### src/spi_rs_pkg.sv
// How it works
// - bit clock is source clock over divisor; zero passes it undivided.
// - loopback enable (bit 7) routes transmitter output into own receiver.
// - conflict flag (bit 6) set on bus conflict in 4-wire master mode only.
// - overrun flag (bit 5) set when a character lands before previous read; a read of any register in that cycle keeps it from being set.
// - reading receive buffer clears overrun; a write to status never clears it.
// - busy bit 0 reads one while a transfer is in progress.
// - receive buffer holds last character in bits 7-0; bits 15-8 read zero.
// - reading receive buffer clears receive error bits and receive-ready flag.
// - in 7-bit mode received character is right-justified, top bit zero.
// - transmit byte is kept until moved into the transmit shift register.
// - writing transmit buffer clears the transmit-empty flag.
// - in 7-bit mode top transmit bit is not sent and is held cleared.
// - while soft reset bit is one the unit logic is held in reset.
// - receive-ready flag is set once a complete character is received.
// - transmit-empty flag set while transmit buffer empty; one after reset.
package spi_rs_pkg;
   // -------------------------------------------------------------
   // register map, byte addresses
   // -------------------------------------------------------------
   localparam logic [7:0] ctrl_off = 8'h00;
   localparam logic [7:0] divisor_off = 8'h04;
   localparam logic [7:0] status_off = 8'h08;
   localparam logic [7:0] rx_off = 8'h0c;
   localparam logic [7:0] tx_off = 8'h10;
   localparam logic [7:0] irq_flag_off = 8'h14;
   localparam logic [7:0] irq_mask_off = 8'h18;
   // -------------------------------------------------------------
   // field positions
   // -------------------------------------------------------------
   localparam int ctrl_soft_reset_bit = 0;
   localparam int ctrl_master_bit = 1;
   localparam int ctrl_four_wire_bit = 2;
   localparam int ctrl_seven_bit = 3;
   localparam int st_loopback_bit = 7;
   localparam int st_conflict_bit = 6;
   localparam int st_overrun_bit = 5;
   localparam int st_busy_bit = 0;
   localparam int irq_rx_bit = 0;
   localparam int irq_tx_bit = 1;
   localparam int irq_conflict_bit = 2;
   localparam int irq_overrun_bit = 3;
   // -------------------------------------------------------------
   // reset values and frame bit counts
   // -------------------------------------------------------------
   localparam logic [3:0] ctrl_reset = 4'h1;
   localparam logic [15:0] divisor_reset = 16'h0000;
   localparam logic [3:0] irq_flag_reset = 4'h2;
   localparam logic [3:0] irq_mask_reset = 4'h0;
   localparam logic [3:0] bit_count_full = 4'h8;
   localparam logic [3:0] bit_count_seven = 4'h7;

   typedef struct packed {
      logic [7:0] address;
      logic read;
      logic write;
      logic [31:0] writedata;
   } av_req_s;

   typedef struct packed {
      logic [31:0] readdata;
      logic waitrequest;
   } av_rsp_s;

   typedef struct packed {
      logic sclk;
      logic mosi;
      logic ste_n;
   } spi_out_s;
endpackage

### src/spi_rate_status_buffers.sv
// Design decisions made here: the register offsets and the Avalon-MM register port.
`timescale 1ns/1ns
module spi_rate_status_buffers (
   input wire logic clk,
   input wire logic nrst,
   input wire spi_rs_pkg::av_req_s av_req,
   output spi_rs_pkg::av_rsp_s av_rsp,
   input wire logic miso,
   input wire logic ste_in_n,
   output spi_rs_pkg::spi_out_s spi_out,
   output logic irq
);
   typedef enum {idle, shift_lo, shift_hi} phase_e;
   typedef struct packed {
      logic [3:0] ctrl;
      logic [15:0] divisor;
      logic loopback;
      logic conflict;
      logic overrun;
      logic [7:0] rx_byte;
      logic [7:0] tx_byte;
      logic tx_full;
      logic [3:0] flags;
      logic [3:0] mask;
      logic [7:0] tx_shift;
      logic [7:0] rx_shift;
      logic [3:0] bit_cnt;
      phase_e phase;
      logic rx_unread;
      logic ack;
      logic [31:0] rdata;
      spi_rs_pkg::spi_out_s pins;
      logic irq;
   } state_s;
   state_s s_q, s_d;
   logic tick;
   logic [1:0] pin_sync;
   logic miso_s, ste_s_n, rx_bit, hold;
   logic rd_hit, wr_hit, wr_done;
   logic [3:0] irq_set;

   function automatic logic [7:0] fit_char(input logic [7:0] v,
                                           input logic seven);
      fit_char = seven ? {1'b0, v[6:0]} : v;
   endfunction

   // -------------------------------------------------------------
   // clocking and pin synchronisers
   // -------------------------------------------------------------
   assign hold = s_q.ctrl[spi_rs_pkg::ctrl_soft_reset_bit];

   spi_rate_gen u_rate (
      .clk(clk),
      .nrst(nrst),
      .hold(hold),
      .bit_clock_divisor(s_q.divisor),
      .tick(tick)
   );

   spi_sync2 u_sync (
      .clk(clk),
      .nrst(nrst),
      .d({miso, ste_in_n}),
      .q(pin_sync)
   );

   assign miso_s = pin_sync[1];
   assign ste_s_n = pin_sync[0];
   assign rx_bit = s_q.loopback ? s_q.pins.mosi : miso_s;
   assign rd_hit = av_req.read && !s_q.ack;
   assign wr_hit = av_req.write && !s_q.ack;
   assign wr_done = av_req.write && s_q.ack;

   // -------------------------------------------------------------
   // next state
   // -------------------------------------------------------------
   always_comb begin
      s_d = s_q;
      irq_set = 4'h0;
      s_d.ack = 1'b0;
      // one wait cycle: answer on the second edge of each request
      if (rd_hit) begin
         s_d.ack = 1'b1;
         s_d.rdata = 32'h00000000;
         if (av_req.address == spi_rs_pkg::ctrl_off) begin
            s_d.rdata[3:0] = s_q.ctrl;
         end else if (av_req.address == spi_rs_pkg::divisor_off) begin
            s_d.rdata[15:0] = s_q.divisor;
         end else if (av_req.address == spi_rs_pkg::status_off) begin
            s_d.rdata[spi_rs_pkg::st_loopback_bit] = s_q.loopback;
            s_d.rdata[spi_rs_pkg::st_conflict_bit] = s_q.conflict;
            s_d.rdata[spi_rs_pkg::st_overrun_bit] = s_q.overrun;
            s_d.rdata[spi_rs_pkg::st_busy_bit] =
               (s_q.phase != idle);
         end else if (av_req.address == spi_rs_pkg::rx_off) begin
            s_d.rdata[7:0] = s_q.rx_byte;
            s_d.overrun = 1'b0;
            s_d.rx_unread = 1'b0;
            s_d.flags[spi_rs_pkg::irq_rx_bit] = 1'b0;
         end else if (av_req.address == spi_rs_pkg::tx_off) begin
            s_d.rdata[7:0] = s_q.tx_byte;
         end else if (av_req.address == spi_rs_pkg::irq_flag_off) begin
            s_d.rdata[3:0] = s_q.flags;
         end else if (av_req.address == spi_rs_pkg::irq_mask_off) begin
            s_d.rdata[3:0] = s_q.mask;
         end
      end
      if (wr_hit) begin
         s_d.ack = 1'b1;
      end
      // a write lands only at the edge that sees waitrequest low
      if (wr_done) begin
         if (av_req.address == spi_rs_pkg::ctrl_off) begin
            s_d.ctrl = av_req.writedata[3:0];
         end else if (av_req.address == spi_rs_pkg::divisor_off) begin
            s_d.divisor = av_req.writedata[15:0];
         end else if (av_req.address == spi_rs_pkg::status_off) begin
            s_d.loopback = av_req.writedata[spi_rs_pkg::st_loopback_bit];
            // overrun is not writable; only zero clears conflict
            if (!av_req.writedata[spi_rs_pkg::st_conflict_bit]) begin
               s_d.conflict = 1'b0;
            end
         end else if (av_req.address == spi_rs_pkg::tx_off) begin
            s_d.tx_byte = fit_char(av_req.writedata[7:0],
               s_q.ctrl[spi_rs_pkg::ctrl_seven_bit]);
            s_d.tx_full = 1'b1;
            s_d.flags[spi_rs_pkg::irq_tx_bit] = 1'b0;
         end else if (av_req.address == spi_rs_pkg::irq_flag_off) begin
            s_d.flags = s_q.flags & ~av_req.writedata[3:0];
         end else if (av_req.address == spi_rs_pkg::irq_mask_off) begin
            s_d.mask = av_req.writedata[3:0];
         end
      end
      // conflict: another master pulls enable low in 4-wire master mode
      if (!hold && s_q.ctrl[spi_rs_pkg::ctrl_master_bit] &&
          s_q.ctrl[spi_rs_pkg::ctrl_four_wire_bit] && !ste_s_n) begin
         s_d.conflict = 1'b1;
         irq_set[spi_rs_pkg::irq_conflict_bit] = 1'b1;
      end
      // -------------------------------------------------------------
      // shift engine, master only
      // -------------------------------------------------------------
      case (s_q.phase)
         idle: begin
            if (!hold && s_q.tx_full && tick &&
                s_q.ctrl[spi_rs_pkg::ctrl_master_bit]) begin
               s_d.tx_shift = s_q.tx_byte;
               s_d.tx_full = 1'b0;
               s_d.bit_cnt = s_q.ctrl[spi_rs_pkg::ctrl_seven_bit] ?
                  spi_rs_pkg::bit_count_seven :
                  spi_rs_pkg::bit_count_full;
               s_d.pins.mosi = s_q.ctrl[spi_rs_pkg::ctrl_seven_bit] ?
                  s_q.tx_byte[6] : s_q.tx_byte[7];
               s_d.pins.ste_n = 1'b0;
               s_d.phase = shift_lo;
            end
         end
         shift_lo: begin
            if (tick) begin
               s_d.pins.sclk = 1'b1;
               s_d.rx_shift = {s_q.rx_shift[6:0], rx_bit};
               s_d.phase = shift_hi;
            end
         end
         shift_hi: begin
            if (tick) begin
               s_d.pins.sclk = 1'b0;
               s_d.bit_cnt = s_q.bit_cnt - 4'h1;
               if (s_q.bit_cnt == 4'h1) begin
                  s_d.rx_byte = fit_char(s_q.rx_shift,
                     s_q.ctrl[spi_rs_pkg::ctrl_seven_bit]);
                  s_d.rx_unread = 1'b1;
                  irq_set[spi_rs_pkg::irq_rx_bit] = 1'b1;
                  if (s_q.rx_unread && !rd_hit) begin
                     s_d.overrun = 1'b1;
                  end
                  if (s_q.rx_unread) begin
                     irq_set[spi_rs_pkg::irq_overrun_bit] = 1'b1;
                  end
                  s_d.pins.ste_n = 1'b1;
                  s_d.phase = idle;
               end else begin
                  s_d.tx_shift = {s_q.tx_shift[6:0], 1'b0};
                  s_d.pins.mosi = s_q.ctrl[spi_rs_pkg::ctrl_seven_bit] ?
                     s_q.tx_shift[5] : s_q.tx_shift[6];
                  s_d.phase = shift_lo;
               end
            end
         end
         default: s_d.phase = idle;
      endcase
      if (!s_q.tx_full || !s_d.tx_full) begin
         irq_set[spi_rs_pkg::irq_tx_bit] = !s_d.tx_full;
      end
      s_d.flags = s_d.flags | irq_set;
      // soft reset holds engine and flags in reset state
      if (hold) begin
         s_d.phase = idle;
         s_d.conflict = 1'b0;
         s_d.overrun = 1'b0;
         s_d.rx_unread = 1'b0;
         s_d.tx_full = 1'b0;
         s_d.flags = spi_rs_pkg::irq_flag_reset;
         s_d.pins = '{sclk: 1'b0, mosi: 1'b0, ste_n: 1'b1};
      end
      s_d.irq = |(s_d.flags & s_d.mask);
   end

   always_ff @(posedge clk or negedge nrst) begin
      if (!nrst) begin
         s_q <= '0;
         s_q.ctrl <= spi_rs_pkg::ctrl_reset;
         s_q.divisor <= spi_rs_pkg::divisor_reset;
         s_q.flags <= spi_rs_pkg::irq_flag_reset;
         s_q.mask <= spi_rs_pkg::irq_mask_reset;
         s_q.phase <= idle;
         s_q.pins.ste_n <= 1'b1;
      end else begin
         s_q <= s_d;
      end
   end

   // -------------------------------------------------------------
   // outputs
   // -------------------------------------------------------------
   assign av_rsp.readdata = s_q.rdata;
   assign av_rsp.waitrequest = !s_q.ack;
   assign spi_out = s_q.pins;
   assign irq = s_q.irq;
endmodule

### src/spi_rate_gen.sv
`timescale 1ns/1ns
module spi_rate_gen (
   input wire logic clk,
   input wire logic nrst,
   input wire logic hold,
   input wire logic [15:0] bit_clock_divisor,
   output logic tick
);
   typedef struct packed {
      logic [15:0] cnt;
      logic tick;
   } state_s;
   state_s s_q, s_d;
   // -------------------------------------------------------------
   // prescaler: one tick per divisor source cycles
   // -------------------------------------------------------------
   always_comb begin
      s_d = s_q;
      s_d.tick = 1'b0;
      if (hold) begin
         s_d.cnt = 16'h0000;
      end else if (bit_clock_divisor <= 16'h0001) begin
         s_d.tick = 1'b1;
      end else if (s_q.cnt >= bit_clock_divisor - 16'h0001) begin
         s_d.cnt = 16'h0000;
         s_d.tick = 1'b1;
      end else begin
         s_d.cnt = s_q.cnt + 16'h0001;
      end
   end
   always_ff @(posedge clk or negedge nrst) begin
      if (!nrst) begin
         s_q <= '0;
      end else begin
         s_q <= s_d;
      end
   end
   assign tick = s_q.tick;
endmodule

### src/spi_sync2.sv
`timescale 1ns/1ns
module spi_sync2 (
   input wire logic clk,
   input wire logic nrst,
   input wire logic [1:0] d,
   output logic [1:0] q
);
   typedef struct packed {
      logic [1:0] s1;
      logic [1:0] s2;
   } state_s;
   state_s s_q, s_d;
   // only s2 is seen outside, s1 may be metastable
   always_comb begin
      s_d.s1 = d;
      s_d.s2 = s_q.s1;
   end
   always_ff @(posedge clk or negedge nrst) begin
      if (!nrst) begin
         s_q <= '0;
      end else begin
         s_q <= s_d;
      end
   end
   assign q = s_q.s2;
endmodule

### config.mk
export PLATFORM = sky130hd
export DESIGN_NAME = spi_rate_status_buffers
export DESIGN_NICKNAME = d
export VERILOG_FILES = /design/src/spi_rs_pkg.sv /design/src/spi_rate_status_buffers.sv /design/src/spi_rate_gen.sv /design/src/spi_sync2.sv
export SDC_FILE = /design/constraint.sdc
export NUM_CORES = 1
export LEC_CHECK = 0
export BUFFER_PORTS_ARGS = -buffer_cell sky130_fd_sc_hd__buf_2
export CAP_MARGIN = 15
export CORE_UTILIZATION = 35
export CTS_CLUSTER_DIAMETER = 60
export DETAILED_ROUTE_END_ITERATION = 12
export SYNTH_ARGS = -nofsm -noshare
export SYNTH_HDL_FRONTEND = slang
export SYNTH_SLANG_ARGS = --single-unit
### constraint.sdc
create_clock -name clk -period 6.16 [get_ports clk]
set_input_delay 0.308 -clock clk [delete_from_list [all_inputs] [get_ports clk]]
set_output_delay 0.308 -clock clk [all_outputs]
set_load 0.1 [all_outputs]
-- After elaboration in Yosys (flattened, before gate mapping)
Cells that the tools add are included.
- flip-flop bits (word level): 142
- bits in latches: 0
- RAM bits: 0
- bits in read-only memories: 0
- bits of input ports: 46
- word-level logic and storage cells: 192
- memories kept: 0
- add/sub/neg operators: 3
- multiply operators: 0
- divide/modulo/power cells: 0
- magnitude comparators: 2
- equal/unequal tests: 21
- shift-type cells: 0
- muxes and demuxes: 95
- bitwise operators: 7
- reductions and logical operators: 39
- operator list (operator ; count):
    $pmux W32 S3 ; 1
    $mux W9 ; 7
    $mux W1 ; 48
    $mux W16 ; 3
    $mux W4 ; 10
    $mux W8 ; 5
    $mux W37 ; 1
    $mux W36 ; 1
    $mux W34 ; 1
    $mux W33 ; 1
    $eq A32 B1 Y1 const B ; 1
    $eq A32 B2 Y1 const B ; 1
    $logic_not A32 Y1 ; 1
    $mux W32 ; 1
    $reduce_bool A32 Y1 ; 1
    $eq A8 B5 Y1 const B ; 3
    $mux W7 ; 3
    $add A16 B1 Y16 const B ; 1
    $eq A8 B4 Y1 const B ; 2
    $ge A16 B16 Y1 ; 1
    $le A16 B1 Y1 const B ; 1
    $reduce_and A4 Y1 ; 4
    $sub A16 B1 Y16 const B ; 1
    $reduce_and A3 Y1 ; 5
    other kinds (29) ; 63

-- Logic depth before layout (Yosys ltp)
Gate-level depths: netlist of the first run.
- depth after elaboration: 21
- mapped depth: 14
- gate-level depth less buffers: 13

-- Hierarchy
A second synthesis of the first run with hierarchy kept.
- cells, all modules: 601
- area, all modules: 6229.7 µm²
- modules (own cells, without submodules) (module ; instances ; cells an instance ; area an instance (µm²) ; sequential area each (µm²)):
    spi_rate_status_buffers ; 1 ; 410 ; 4510.6 ; 2280.9
    spi_rate_gen ; 1 ; 187 ; 1619.1 ; 425.4
    spi_sync2 ; 1 ; 4 ; 100.1 ; 100.1

-- Worst setup path after synthesis of the first run
Ideal clock, no wire load.
- kind: register to register
- start point: register s_q[122] (netlist name)
- end point: register u_rate.s_q[7] (netlist name)
- library setup time: 0.079 ns
- arrival time: 3.179 ns
- slack: 2.901 ns
- cell stages (with the launch flop): 15
- period minus slack after synthesis: 3.259 ns
- path through: dfrtp_1 -> clkbuf_1 -> nor4_1 -> and3_1 -> inv_1 -> or3_1 -> xor2_1 -> ha_1 -> a21o_1 -> a21oi_1 -> nand2_1 -> o21ai_1 -> clkbuf_1 -> a31oi_1 -> mux2i_1
- longest elaborated chain between the ends: 5
- elaborated cells between the ends (all ways): 7
- those cells by class: add/sub (1); order compare (2); eq/ne (1); mux (3)
- RTL lines (item ; RTL line ; source):
    start, declared ; spi_rate_status_buffers.sv:35 ; state_s s_q, s_d;
    $sub A16 B1 Y16 ; spi_rate_gen.sv:24 ; end else if (s_q.cnt >= bit_clock_divisor - 16'h0001) begin
    $ge A16 B16 Y1 ; spi_rate_gen.sv:24 ;
    $mux W16 ; spi_rate_gen.sv:24 ;
    $mux W16 ; spi_rate_gen.sv:22 ; end else if (bit_clock_divisor <= 16'h0001) begin
    $mux W16 ; spi_rate_gen.sv:20 ; if (hold) begin
    end signal, assigned ; spi_rate_gen.sv:33 ; s_q <= '0;
    end signal, assigned ; spi_rate_gen.sv:35 ; s_q <= s_d;
    end, declared ; spi_rate_gen.sv:13 ; state_s s_q, s_d;
Several ways; a longest one is shown, not always the timed one. The select of a mux whose other input is x is not followed.
A chain may end at the register's enable or synchronous reset.

-- Final worst setup path of the first run
- start point: register s_q[38] (netlist name)
- end point: register s_q (netlist bit spi_out[1])
- longest elaborated chain between the ends: 3
- elaborated cells between the ends (all ways): 9
- those cells by class: eq/ne (4); mux (2); reduce/logical (3)
- RTL lines (item ; RTL line ; source):
    $eq A32 B2 Y1 / $logic_not A32 Y1 (equally long branches) ; spi_rate_status_buffers.sv:143 ; case (s_q.phase)
    $ne A3 B3 Y1 (no source line) (tied with other cells) ; -- ;
    $reduce_and A4 Y1 (no source line) / $mux W3 (equally long branches) ; -- ;
Several ways; a longest one is shown, not always the timed one.

==> results of run 1 <==
## sequential cells by signal, indices dropped and copies added, names as in the netlist
signal and flops:
u_rate.s_q 16, u_sync.q 2, spi_out 3, irq 1
u_sync.s_d 2, s_q 70, av_rsp 16, hold 1
u_rate.tick 1
## metrics by stage
step                setup slack, ns  cells    util  area (sq um)  total power [mW]
global route                  2.160    860  0.3903          6750             1.596
global placement              2.712    843  0.3726          6445            0.9579
finish                        2.488    860  0.3903          6750             1.530
detailed placement            2.525    843  0.3726          6445            0.9620
CTS                           2.512    860  0.3903          6750             1.549
floorplan                     2.901    625       -          6275            0.9162
## cell usage in the layout (no fill, tap or decap), drive strengths merged, types with 3 or more instances in the layout
master and count:
buf 54, a31oi 13, inv 26, a211oi 4, nand3b 6, o41ai 3, clkinv 3, mux2 45
nor3 13, a31o 5, nand4 7, clkbuf 9, xor2 3, a21oi 31, o21ai 32, o211ai 5
conb 16, dfstp 3, mux2i 24, ha 25, xnor2 10, nand2 57, dfrtp 109, nor2b 5
nor4 8, a22o 4, and3 3, nand2b 5, o31ai 4, or4 4, a32oi 4, nand3 19
nor2 45
## cell usage after synthesis, drive strengths merged (6+ instances only)
cell | number | share of area
nand4 | 7 | 0.0070
dfrtp | 109 | 0.44
xnor2 | 10 | 0.014
nor2 | 45 | 0.027
nand3b | 6 | 0.0072
nor3 | 13 | 0.011
mux2 | 45 | 0.088
buf | 41 | 0.051
inv | 22 | 0.013
ha | 25 | 0.050
nand2 | 57 | 0.034
a31oi | 13 | 0.013
clkbuf | 20 | 0.012
nor4 | 8 | 0.010
o21ai | 32 | 0.026
mux2i | 24 | 0.039
nand3 | 19 | 0.015
a21oi | 31 | 0.025
## worst max-delay path: stages, from the launching register on
cell and delay (ns):
dfrtp_1 0.39, inv_1 0.09, ha_1 0.45, nor2_1 0.19
a2bb2oi_1 0.59, o21ai_0 0.59, a21oi_1 0.91, mux2i_1 0.27
nor2_1 0.06
## cell type report
type / instances / area [sq um] / area share
multi-input combinational: 430 / 2992 / 0.4432
sequential: 112 / 2806 / 0.4158
timing repair buffer: 55 / 292.8 / 0.04337
tap: 225 / 281.5 / 0.04171
clock buffer: 9 / 225.2 / 0.03336
inverter: 22 / 82.58 / 0.01223
clock inverter: 7 / 70.07 / 0.01038
## cells by family after synthesis
logic type                 share of synthesized area
DFF                                           0.4513
other                                      0.0006030
buffers and inverters                        0.07666
xor gates and xnor gates                     0.01831
adders and majority gates                    0.05030
and+or+nand+nor                               0.1503
muxes                                         0.1298
AOI/OAI and AO/OA                             0.1227
## how the worst max path moves through the flow
stage	from	to	slack, ns
after floorplan	s_q[122]	u_rate.s_q[7]	2.90
after global placement	s_q[38]	spi_out[1]	2.71
after detailed placement	s_q[38]	spi_out[1]	2.53
after CTS	s_q[38]	spi_out[1]	2.51
after global routing	s_q[38]	spi_out[1]	2.16
final	s_q[38]	spi_out[1]	2.49
## metal layers
layer / track usage / part of all wire / vias to the layer above
li1: - / - / 2171
met1: 0.2095 / 0.45 / 2251
met2: 0.2809 / 0.50 / 86
met3: 0.02881 / 0.034 / 17
met4: 0.05056 / 0.015 / 0
met5: 0 / 0 / -
## power by group
group	leakage, nW	total [mW]	internal (mW)	switching (mW)
registers	1.54	0.756	0.744	0.0125
clock network	0.147	0.582	0.287	0.295
logic	1.45	0.192	0.0543	0.137
==> results by group, run 1 <==
Setup path
  – Worst reg2reg endpoint: spi_out[1]
  – Worst reg2reg path depth: 8
  – Critical path arrival: just under 4 ns
  – Worst r2r src: s_q[38]
  – Worst EP required: 6.39 ns
  – Reg-to-reg slack, setup: 2.49 ns
  – Max FO, Critical Path: 17
  – CP endpoint kind: flop
  – Startpoint Class: flop
  – Critical path type: reg2reg

Floorplanning
  – Die H: 135.3 microns
  – Die Span X: 135.3 microns
  – Total die area: 18300 sq um
  – Core ar.: ~17000 sq um
  – Initial Util: 0.3595
  – IO Count: 83
  – Row cnt: 48

STA
  – Final Critical Period: 3.672 ns
  – Max transition margin: 0.2512
  – Worst hold slack: ~0.056 ns
  – TNS Setup: 0 ns
  – Pins over their slew limit: 0
  – Period Utilization, post-route: 0.5961
  – Fin. Hold Viols: 0
  – RSZ-0062 raised after global routing: false
  – F_max: 0.2723 GHz
  – Slew at the pin closest to its max-slew limit: roughly 1.1 ns
  – Setup Skew: 0.009304 ns
  – Final setup vio count: 0

Clocking
  – CTS Hold Bufs: 1
  – Reg clk slew, reported paths: 0.08 ns
  – CTS resizes: 0
  – H-tree depth: 3
  – Clock latency on the worst-skew pair: 0.36 ns
  – CTS buffer count: 9
  – Sink Count: roughly 110
  – Clock tree buffer depth: 2
  – Post-CTS Setup Repair Bufs: 0
  – Clock root buffer: clkbuf_16
  – TritonCTS clock tree: built

Final layout
  – Final-layout fill cell count: 1690
  – Diodes inserted: 0
  – Area grow syn2layout: 8.551%
  – Fraction of layout cells with a size suffix above 1: 0.2079
  – Net count of the finished layout: ~700

Synth
  – Synthesized flop and latch total: 112
  – Ys Warns: 0
  – Number of synthesized flops with an enable pin: 0
  – Primary FF master, synth: dfrtp_1
  – Post-Syn Area per Cell: 10.19 sq um
  – Register area share after synthesis: 0.4513
  – Mapped Cells: 610
  – Ys async rst share: 1.000
  – Mapped Area: 6218 sq um
  – Yosys cell types: 65

Detailed routing
  – Via count: approximately 4500
  – Via/cell ratio: around 5.3
  – Routed wire per std cell: roughly 16 microns
  – Final WL: between 10000 and 15000 microns
  – DRT Pass-1 Iters: 4
  – DRT iter0 DRCs: 263
  – Routed Antenna Nets: 0
  – DRC errors left: 0

Worst hold path
  – Hold Path Origin: ste_in_n
  – Worst Hold Depth: 1
  – Hold Path Class: in2reg
  – Hold EP: u_sync.s_d[0]

GRT
  – GRT overflow: 0
  – Vias in the first global route: 4633
  – Aggregate global-route resource usage: 0.1640
  – Initial antenna violation count: 0
  – Pin count of the biggest net entering global routing: just under 70
  – First-pass GRT wire length: 23430 microns

Placed design
  – IO Port Bufs: 50
  – Detail Placement HPWL: about 10000 microns
  – Final GP Congestion: approximately 0.84

Pwr
  – Leakage: 3.134 nW
  – Pwr/cell area: about 230 nW/um^2
  – IR drop worst, VDD: 0.1474 mV

Flow run
  – MaxCap Viol Count: 0

Status
  – Status: finished clean
No activity file was read; power rests on OpenSTA's default activity.
==> run 2, diff against run 1 <==
Clock period 6.16 ns to 3 ns, I/O delays scaled along.
==> results by group, run 2 (synthesis gave the netlist of run 1 again) <==
Setup path
  – CP endpoint kind: flop
  – Reg-to-reg slack, setup: -0.06 ns (-2.55 ns)
  – Critical path type: reg2reg
  – Worst EP required: 3.25 ns (-3.14 ns)
  – Max FO, Critical Path: 8 (-9)
  – Critical path arrival: 3.31 ns (-0.59 ns)
  – Worst reg2reg endpoint: u_rate.s_q[6]
  – Worst r2r src: s_q[129]
  – Worst reg2reg path depth: 12 (+4)
  – Startpoint Class: flop

Floorplanning
  – Die H: 135.3 microns (unchanged)
  – Initial Util: 0.3595 (unchanged)
  – Core ar.: 17300 sq um (unchanged)
  – Total die area: 18300 sq um (unchanged)
  – IO Count: 83 (unchanged)
  – Die Span X: 135.3 microns (unchanged)
  – Row cnt: 48 (unchanged)

STA
  – Period Utilization, post-route: 1.020 (+0.4240)
  – Setup Skew: 0.009710 ns (+0.0004055 ns)
  – Worst hold slack: 0.01707 ns (-0.03870 ns)
  – F_max: 0.3268 GHz (+20%)
  – Fin. Hold Viols: 0 (unchanged)
  – Fin worst setup slack: -0.06027 ns (-2.548 ns)
  – RSZ-0062 raised after global routing: true
  – Slew at the pin closest to its max-slew limit: 0.7827 ns (-0.3381 ns)
  – Final setup vio count: 3 (+3)
  – Max transition margin: 0.4708 (+0.2196)
  – Final Critical Period: 3.060 ns (-0.6118 ns)
  – Pins over their slew limit: 0 (unchanged)

Pwr
  – Gate power share: 0.154 (+0.029)
  – P_int: 2.285 mW (+110%)
  – Sw Share: 0.2954 (+0.004532)
  – Pwr/cell area: 446.0 nW/um^2 (+97%)
  – NetSw: 957.7 uW (+120%)
  – Clock power frac: 0.368 (-0.013)
  – Flop pwr share: 0.478 (-0.016)
  – IR drop worst, VDD: 0.3310 mV (+120%)
  – Leakage: 3.410 nW (+8.8%)

GRT
  – Vias in the first global route: 4789 (+3.4%)
  – Initial antenna violation count: 0 (unchanged)
  – First-pass GRT wire length: 24780 microns (+5.7%)
  – Aggregate global-route resource usage: 0.1749 (+0.01092)
  – Pin count of the biggest net entering global routing: 56 (-18%)
  – GRT overflow: 0 (unchanged)

Detailed routing
  – Via/cell ratio: 5.236 (-0.49%)
  – DRC errors left: 0 (unchanged)
  – Final WL: 15130 microns (+7.8%)
  – DRT iter0 DRCs: 243 (-7.6%)
  – Routed Antenna Nets: 0 (unchanged)
  – Routed wire per std cell: 16.68 microns (+2.2%)
  – Via count: 4749 (+5.0%)
  – DRT Pass-1 Iters: 5 (+1)

Clocking
  – Reg clk slew, reported paths: 0.08 ns (about the same)
  – Sink Count: 112 (unchanged)
  – CTS buffer count: 9 (unchanged)
  – Clock latency on the worst-skew pair: 0.36 ns (about the same)
  – Clock tree buffer depth: 2 (unchanged)
  – H-tree depth: 3 (unchanged)
  – TritonCTS clock tree: built
  – Clock root buffer: clkbuf_16

Final layout
  – Diodes inserted: 0 (unchanged)
  – Cell area after layout: 7271 sq um (+7.7%)
  – Area grow syn2layout: 16.92%
  – Non-filler instance count after layout: 907 (+5.5%)
  – Net count of the finished layout: 748 (+6.7%)
  – Most common cell after layout, fill and taps aside: dfrtp_1
  – Fraction of layout cells with a size suffix above 1: 0.2830 (+0.07512)
  – Flip-flop count of the largest register after layout: 70 (unchanged)
  – Top reg by flops: s_q
  – Final-layout fill cell count: 1716 (+1.5%)
  – Register area: 2806 sq um (unchanged)
  – Final core utilization: 0.4204 (+0.03009)
  – Commonest non-fill, non-tap cells in the layout: 109 x dfrtp_1, 57 x nand2_1, 49 x buf_2
  – Footprint of the multi-input gates: 3104 sq um (+3.8%)

Placed design
  – IO Port Bufs: 50 (unchanged)
  – Placed cells: 878 (+4.2%)
  – DP Area: 6740 sq um (+4.6%)
  – Detail Placement HPWL: 11010 microns (+7.8%)
  – Final GP Congestion: 0.8339 (-0.19%)

Status
  – Violated checks: setup timing
  – Status: complete, but fails checks

Worst hold path
  – Hold Path Class: in2reg
  – Hold Path Origin: av_req[13]
  – Hold EP: s_q[131]
  – Worst Hold Depth: 2 (+1)

Flow run
  – MaxCap Viol Count: 0 (unchanged)
## run 2: area by class of cell
cell class | count | share of cell area
Clock buffer | 9 | 0.03098
Clock inverter | 7 | 0.008432
Inverter | 22 | 0.01136
Multi-Input combinational cell | 431 | 0.4269
Sequential cell | 112 | 0.3860
Tap cell | 225 | 0.03872
Timing Repair Buffer | 101 | 0.09757
## run 2: power by group through the flow
stage                     sequential, mW  combinational [mW]  clock [mW]
after floorplan                     1.57               0.311           0
after global placement              1.58               0.425           0
after detailed placement            1.58               0.438           0
after CTS                           1.55               0.456        1.23
after global routing                1.55               0.542        1.29
final                               1.55               0.500        1.19
## run 2: worst max-delay path, cell delays in order, from the launching register on
cell and delay (ns):
dfrtp_1 0.38, or4_4 0.55, or4_4 0.47, nor2_4 0.12
xnor2_2 0.07, ha_1 0.35, nand4_1 0.13, a21oi_2 0.17
o21ai_4 0.08, buf_12 0.15, buf_6 0.11, a31o_2 0.19
a22o_1 0.17
## run 2: repair_timing
item,in CTS,in global routing
setup endpoints to repair,16,17
buffers inserted,2,5
pin swaps,6,12
cloned,2,1
gates resized for setup,11,22
hold buffers,3,0
hold endpoints to repair,52,0
## run 2: metrics by stage
| step | setup slack (ns) | setup TNS [ns] | total power, mW |
|---|---|---|---|
| 5_1_grt | -0.1665 | -2.236 | 3.382 |
| 3_5_place_dp | -0.1309 | -1.409 | 2.016 |
| 3_3_place_gp | -0.07040 | -0.1982 | 2.003 |
| 4_1_cts | -0.009805 | -0.01550 | 3.234 |
| 6_report | -0.06027 | -0.1197 | 3.242 |
| 2_1_floorplan | 0.006618 | 0 | 1.883 |
## run 2: how the worst max path moves through the flow
stage,startpoint,end,slack [ns],cells past startpoint
3_3_place_gp,s_q[129],u_rate.s_q[11],-0.07,12
4_1_cts,s_q[125],u_rate.s_q[6],-0.01,13
2_1_floorplan,s_q[127],u_rate.s_q[12],0.007,12
3_5_place_dp,s_q[129],u_rate.s_q[11],-0.13,12
6_report,s_q[129],u_rate.s_q[6],-0.06,12
5_1_grt,s_q[129],u_rate.s_q[6],-0.17,12
## run 2: metal layers
metal,routed length [microns],vias up,track usage,part of all wire
li1,-,2277,-,-
met1,6660,2347,0.2171,0.44
met2,7648,102,0.3017,0.51
met3,541,23,0.03517,0.036
met4,280,0,0.05868,0.019
met5,0,-,0,0
==> run 3, diff against run 2 <==
Settings changed: BUFFER_PORTS_ARGS -buffer_cell sky130_fd_sc_hd__buf_2 to default, DONT_BUFFER_PORTS from default to 1.
==> results by group, run 3 (synthesis gave the netlist of run 1 again) <==
Detailed routing
  – Via/cell ratio: 5.302 (+1.3%)
  – Routed Antenna Nets: 0 (unchanged)
  – DRT iter0 DRCs: 289 (+19%)
  – Via count: 4629 (-2.5%)
  – Final WL: 14790 microns (-2.3%)
  – DRT Pass-1 Iters: 4 (-1)
  – Routed wire per std cell: 16.94 microns (+1.5%)
  – DRC errors left: 0 (unchanged)

Clocking
  – Reg clk slew, reported paths: 0.08 ns (about the same)
  – Clock tree buffer depth: 2 (unchanged)
  – H-tree depth: 3 (unchanged)
  – TritonCTS clock tree: built
  – CTS buffer count: 9 (unchanged)
  – Sink Count: 112 (unchanged)
  – Clock latency on the worst-skew pair: 0.36 ns (about the same)
  – Clock root buffer: clkbuf_16

Final layout
  – Top reg by flops: s_q
  – Net count of the finished layout: 713 (-4.7%)
  – Flip-flop count of the largest register after layout: 70 (unchanged)
  – Commonest non-fill, non-tap cells in the layout: 109 x dfrtp_1, 56 x nand2_1, 42 x nor2_1
  – Area grow syn2layout: 16.26%
  – Most common cell after layout, fill and taps aside: dfrtp_1
  – Fraction of layout cells with a size suffix above 1: 0.2257 (-0.05733)

Pwr
  – Gate power share: 0.145 (-0.009)
  – IR drop worst, VDD: 0.3429 mV (+3.6%)
  – P_int: 2.371 mW (+3.8%)
  – Clock power frac: 0.379 (+0.011)
  – Flop pwr share: 0.475 (-0.003)
  – Total power: 3.277 mW (+1.0%)
  – Sw Share: 0.2762 (-0.01915)
  – Leakage: 3.265 nW (-4.3%)
  – NetSw: 905.0 uW (-5.5%)
  – Pwr/cell area: 453.2 nW/um^2 (+1.6%)

STA
  – Max transition margin: 0.3915 (-0.07931)
  – Pins over their slew limit: 0 (unchanged)
  – Final Critical Period: 2.996 ns (-0.06473 ns)
  – Slew at the pin closest to its max-slew limit: 0.9127 ns (+0.1300 ns)
  – Setup Skew: 0.009872 ns (+0.0001626 ns)
  – Worst hold slack: 0.01951 ns (+0.002440 ns)
  – Final setup vio count: 0 (-3)
  – Fin. Hold Viols: 0 (unchanged)
  – F_max: 0.3338 GHz (+2.2%)
  – RSZ-0062 raised after global routing: true
  – Period Utilization, post-route: 0.9985 (-0.02158)

Floorplanning
  – Total die area: 18300 sq um (unchanged)
  – Core ar.: 17300 sq um (unchanged)
  – Row cnt: 48 (unchanged)
  – Initial Util: 0.3595 (unchanged)
  – IO Count: 83 (unchanged)
  – Die H: 135.3 microns (unchanged)
  – Die Span X: 135.3 microns (unchanged)

GRT
  – Initial antenna violation count: 1 (+1)
  – Pin count of the biggest net entering global routing: 113 (+100%)
  – Vias in the first global route: 4693 (-2.0%)
  – GRT overflow: 0 (unchanged)
  – First-pass GRT wire length: 24540 microns (-0.94%)
  – Aggregate global-route resource usage: 0.1725 (-0.002405)

Setup path
  – Worst reg2reg endpoint: u_rate.s_q[6]
  – Reg-to-reg slack, setup: 0.004 ns (+0.06 ns)
  – Worst EP required: 3.24 ns (about the same)
  – CP endpoint kind: flop
  – Critical path arrival: 3.24 ns (-0.07 ns)
  – Max FO, Critical Path: 3 (-5)
  – Startpoint Class: flop
  – Worst reg2reg path depth: 13 (+1)
  – Critical path type: reg2reg
  – Worst r2r src: s_q[129]

Worst hold path
  – Worst Hold Depth: 2 (unchanged)
  – Hold EP: s_q[96]
  – Hold Path Class: in2reg
  – Hold Path Origin: av_req[2]

Flow run
  – MaxCap Viol Count: 0 (unchanged)

Placed design
  – Detail Placement HPWL: 10530 microns (-4.3%)
  – Final GP Congestion: 0.8642 (+3.6%)
  – IO Port Bufs: 0 (-100%)

Status
  – Status: finished clean
run 3: changes by cell type in the layout (fill, tap and decap cells not counted), sizes merged:
cell and delta:
inv -2, clkbuf +1, diode +1, buf -52
nor2 -1, dlygate4sd3 +18, bufinv +1
run 3: worst max-delay path, cell delays in order, from the launching register on:
cell and delay, ns:
dfrtp_1 0.38, or4_4 0.54, or4_4 0.46, nor2_4 0.11
xnor2_2 0.08, ha_4 0.29, nand2_1 0.05, o21a_1 0.18
o21ai_2 0.07, nor2_2 0.07, buf_6 0.14, buf_6 0.11
a31o_4 0.21, a22o_1 0.18
run 3: through the flow:
step                      instance area [sq um]  utilization  worst slack, ns  setup TNS (ns)  cells
after floorplan                            6304            -         0.006618               0    625
after global placement                     6467       0.3739         -0.05347         -0.5032    827
after detailed placement                   6467       0.3739          -0.1065          -1.188    827
after CTS                                  7101       0.4105        -0.007057       -0.007057    871
after global routing                       7229       0.4180          -0.1818          -2.361    873
final                                      7229       0.4180         0.004454               0    873
run 3: repair_timing:
item | in CTS | in global routing
pin swaps | 5 | 3
setup buffers | 6 | 2
setup endpoints to repair | 15 | 17
endpoints found under the hold margin | 149 | 0
hold buffers | 22 | 0
cloned | 0 | 0
resized for setup | 11 | 25
run 3: area by class of cell:
class,instances,area [sq um]
fillers,1673,10070
multi-input cells,430,3147
flip-flops and latches,112,2806
repair buffers,67,605.6
well taps,225,281.5
clock buffers,10,229.0
inverters,22,82.58
clock inverters,6,75.07
diodes,1,2.502
run 3: metal layers:
layer	vias up	share of wire	track usage
met3	18	0.044	0.04452
met5	-	0	0
met2	108	0.51	0.2969
met4	0	0.014	0.05056
met1	2308	0.43	0.2112
li1	2195	-	-
run 3: worst max path at each step:
stage                                 to     start
after floorplan           u_rate.s_q[12]  s_q[127]
after global placement    u_rate.s_q[11]  s_q[129]
after detailed placement  u_rate.s_q[12]  s_q[129]
after CTS                  u_rate.s_q[6]  s_q[129]
after global routing      u_rate.s_q[12]  s_q[124]
final                      u_rate.s_q[6]  s_q[129]
run 3: power groups by stage:
stage	registers [mW]	logic [mW]	clock network (mW)
global route	1.56	0.520	1.34
detailed placement	1.59	0.349	0
finish	1.56	0.477	1.24
CTS	1.56	0.439	1.29
global placement	1.59	0.342	0
floorplan	1.57	0.311	0
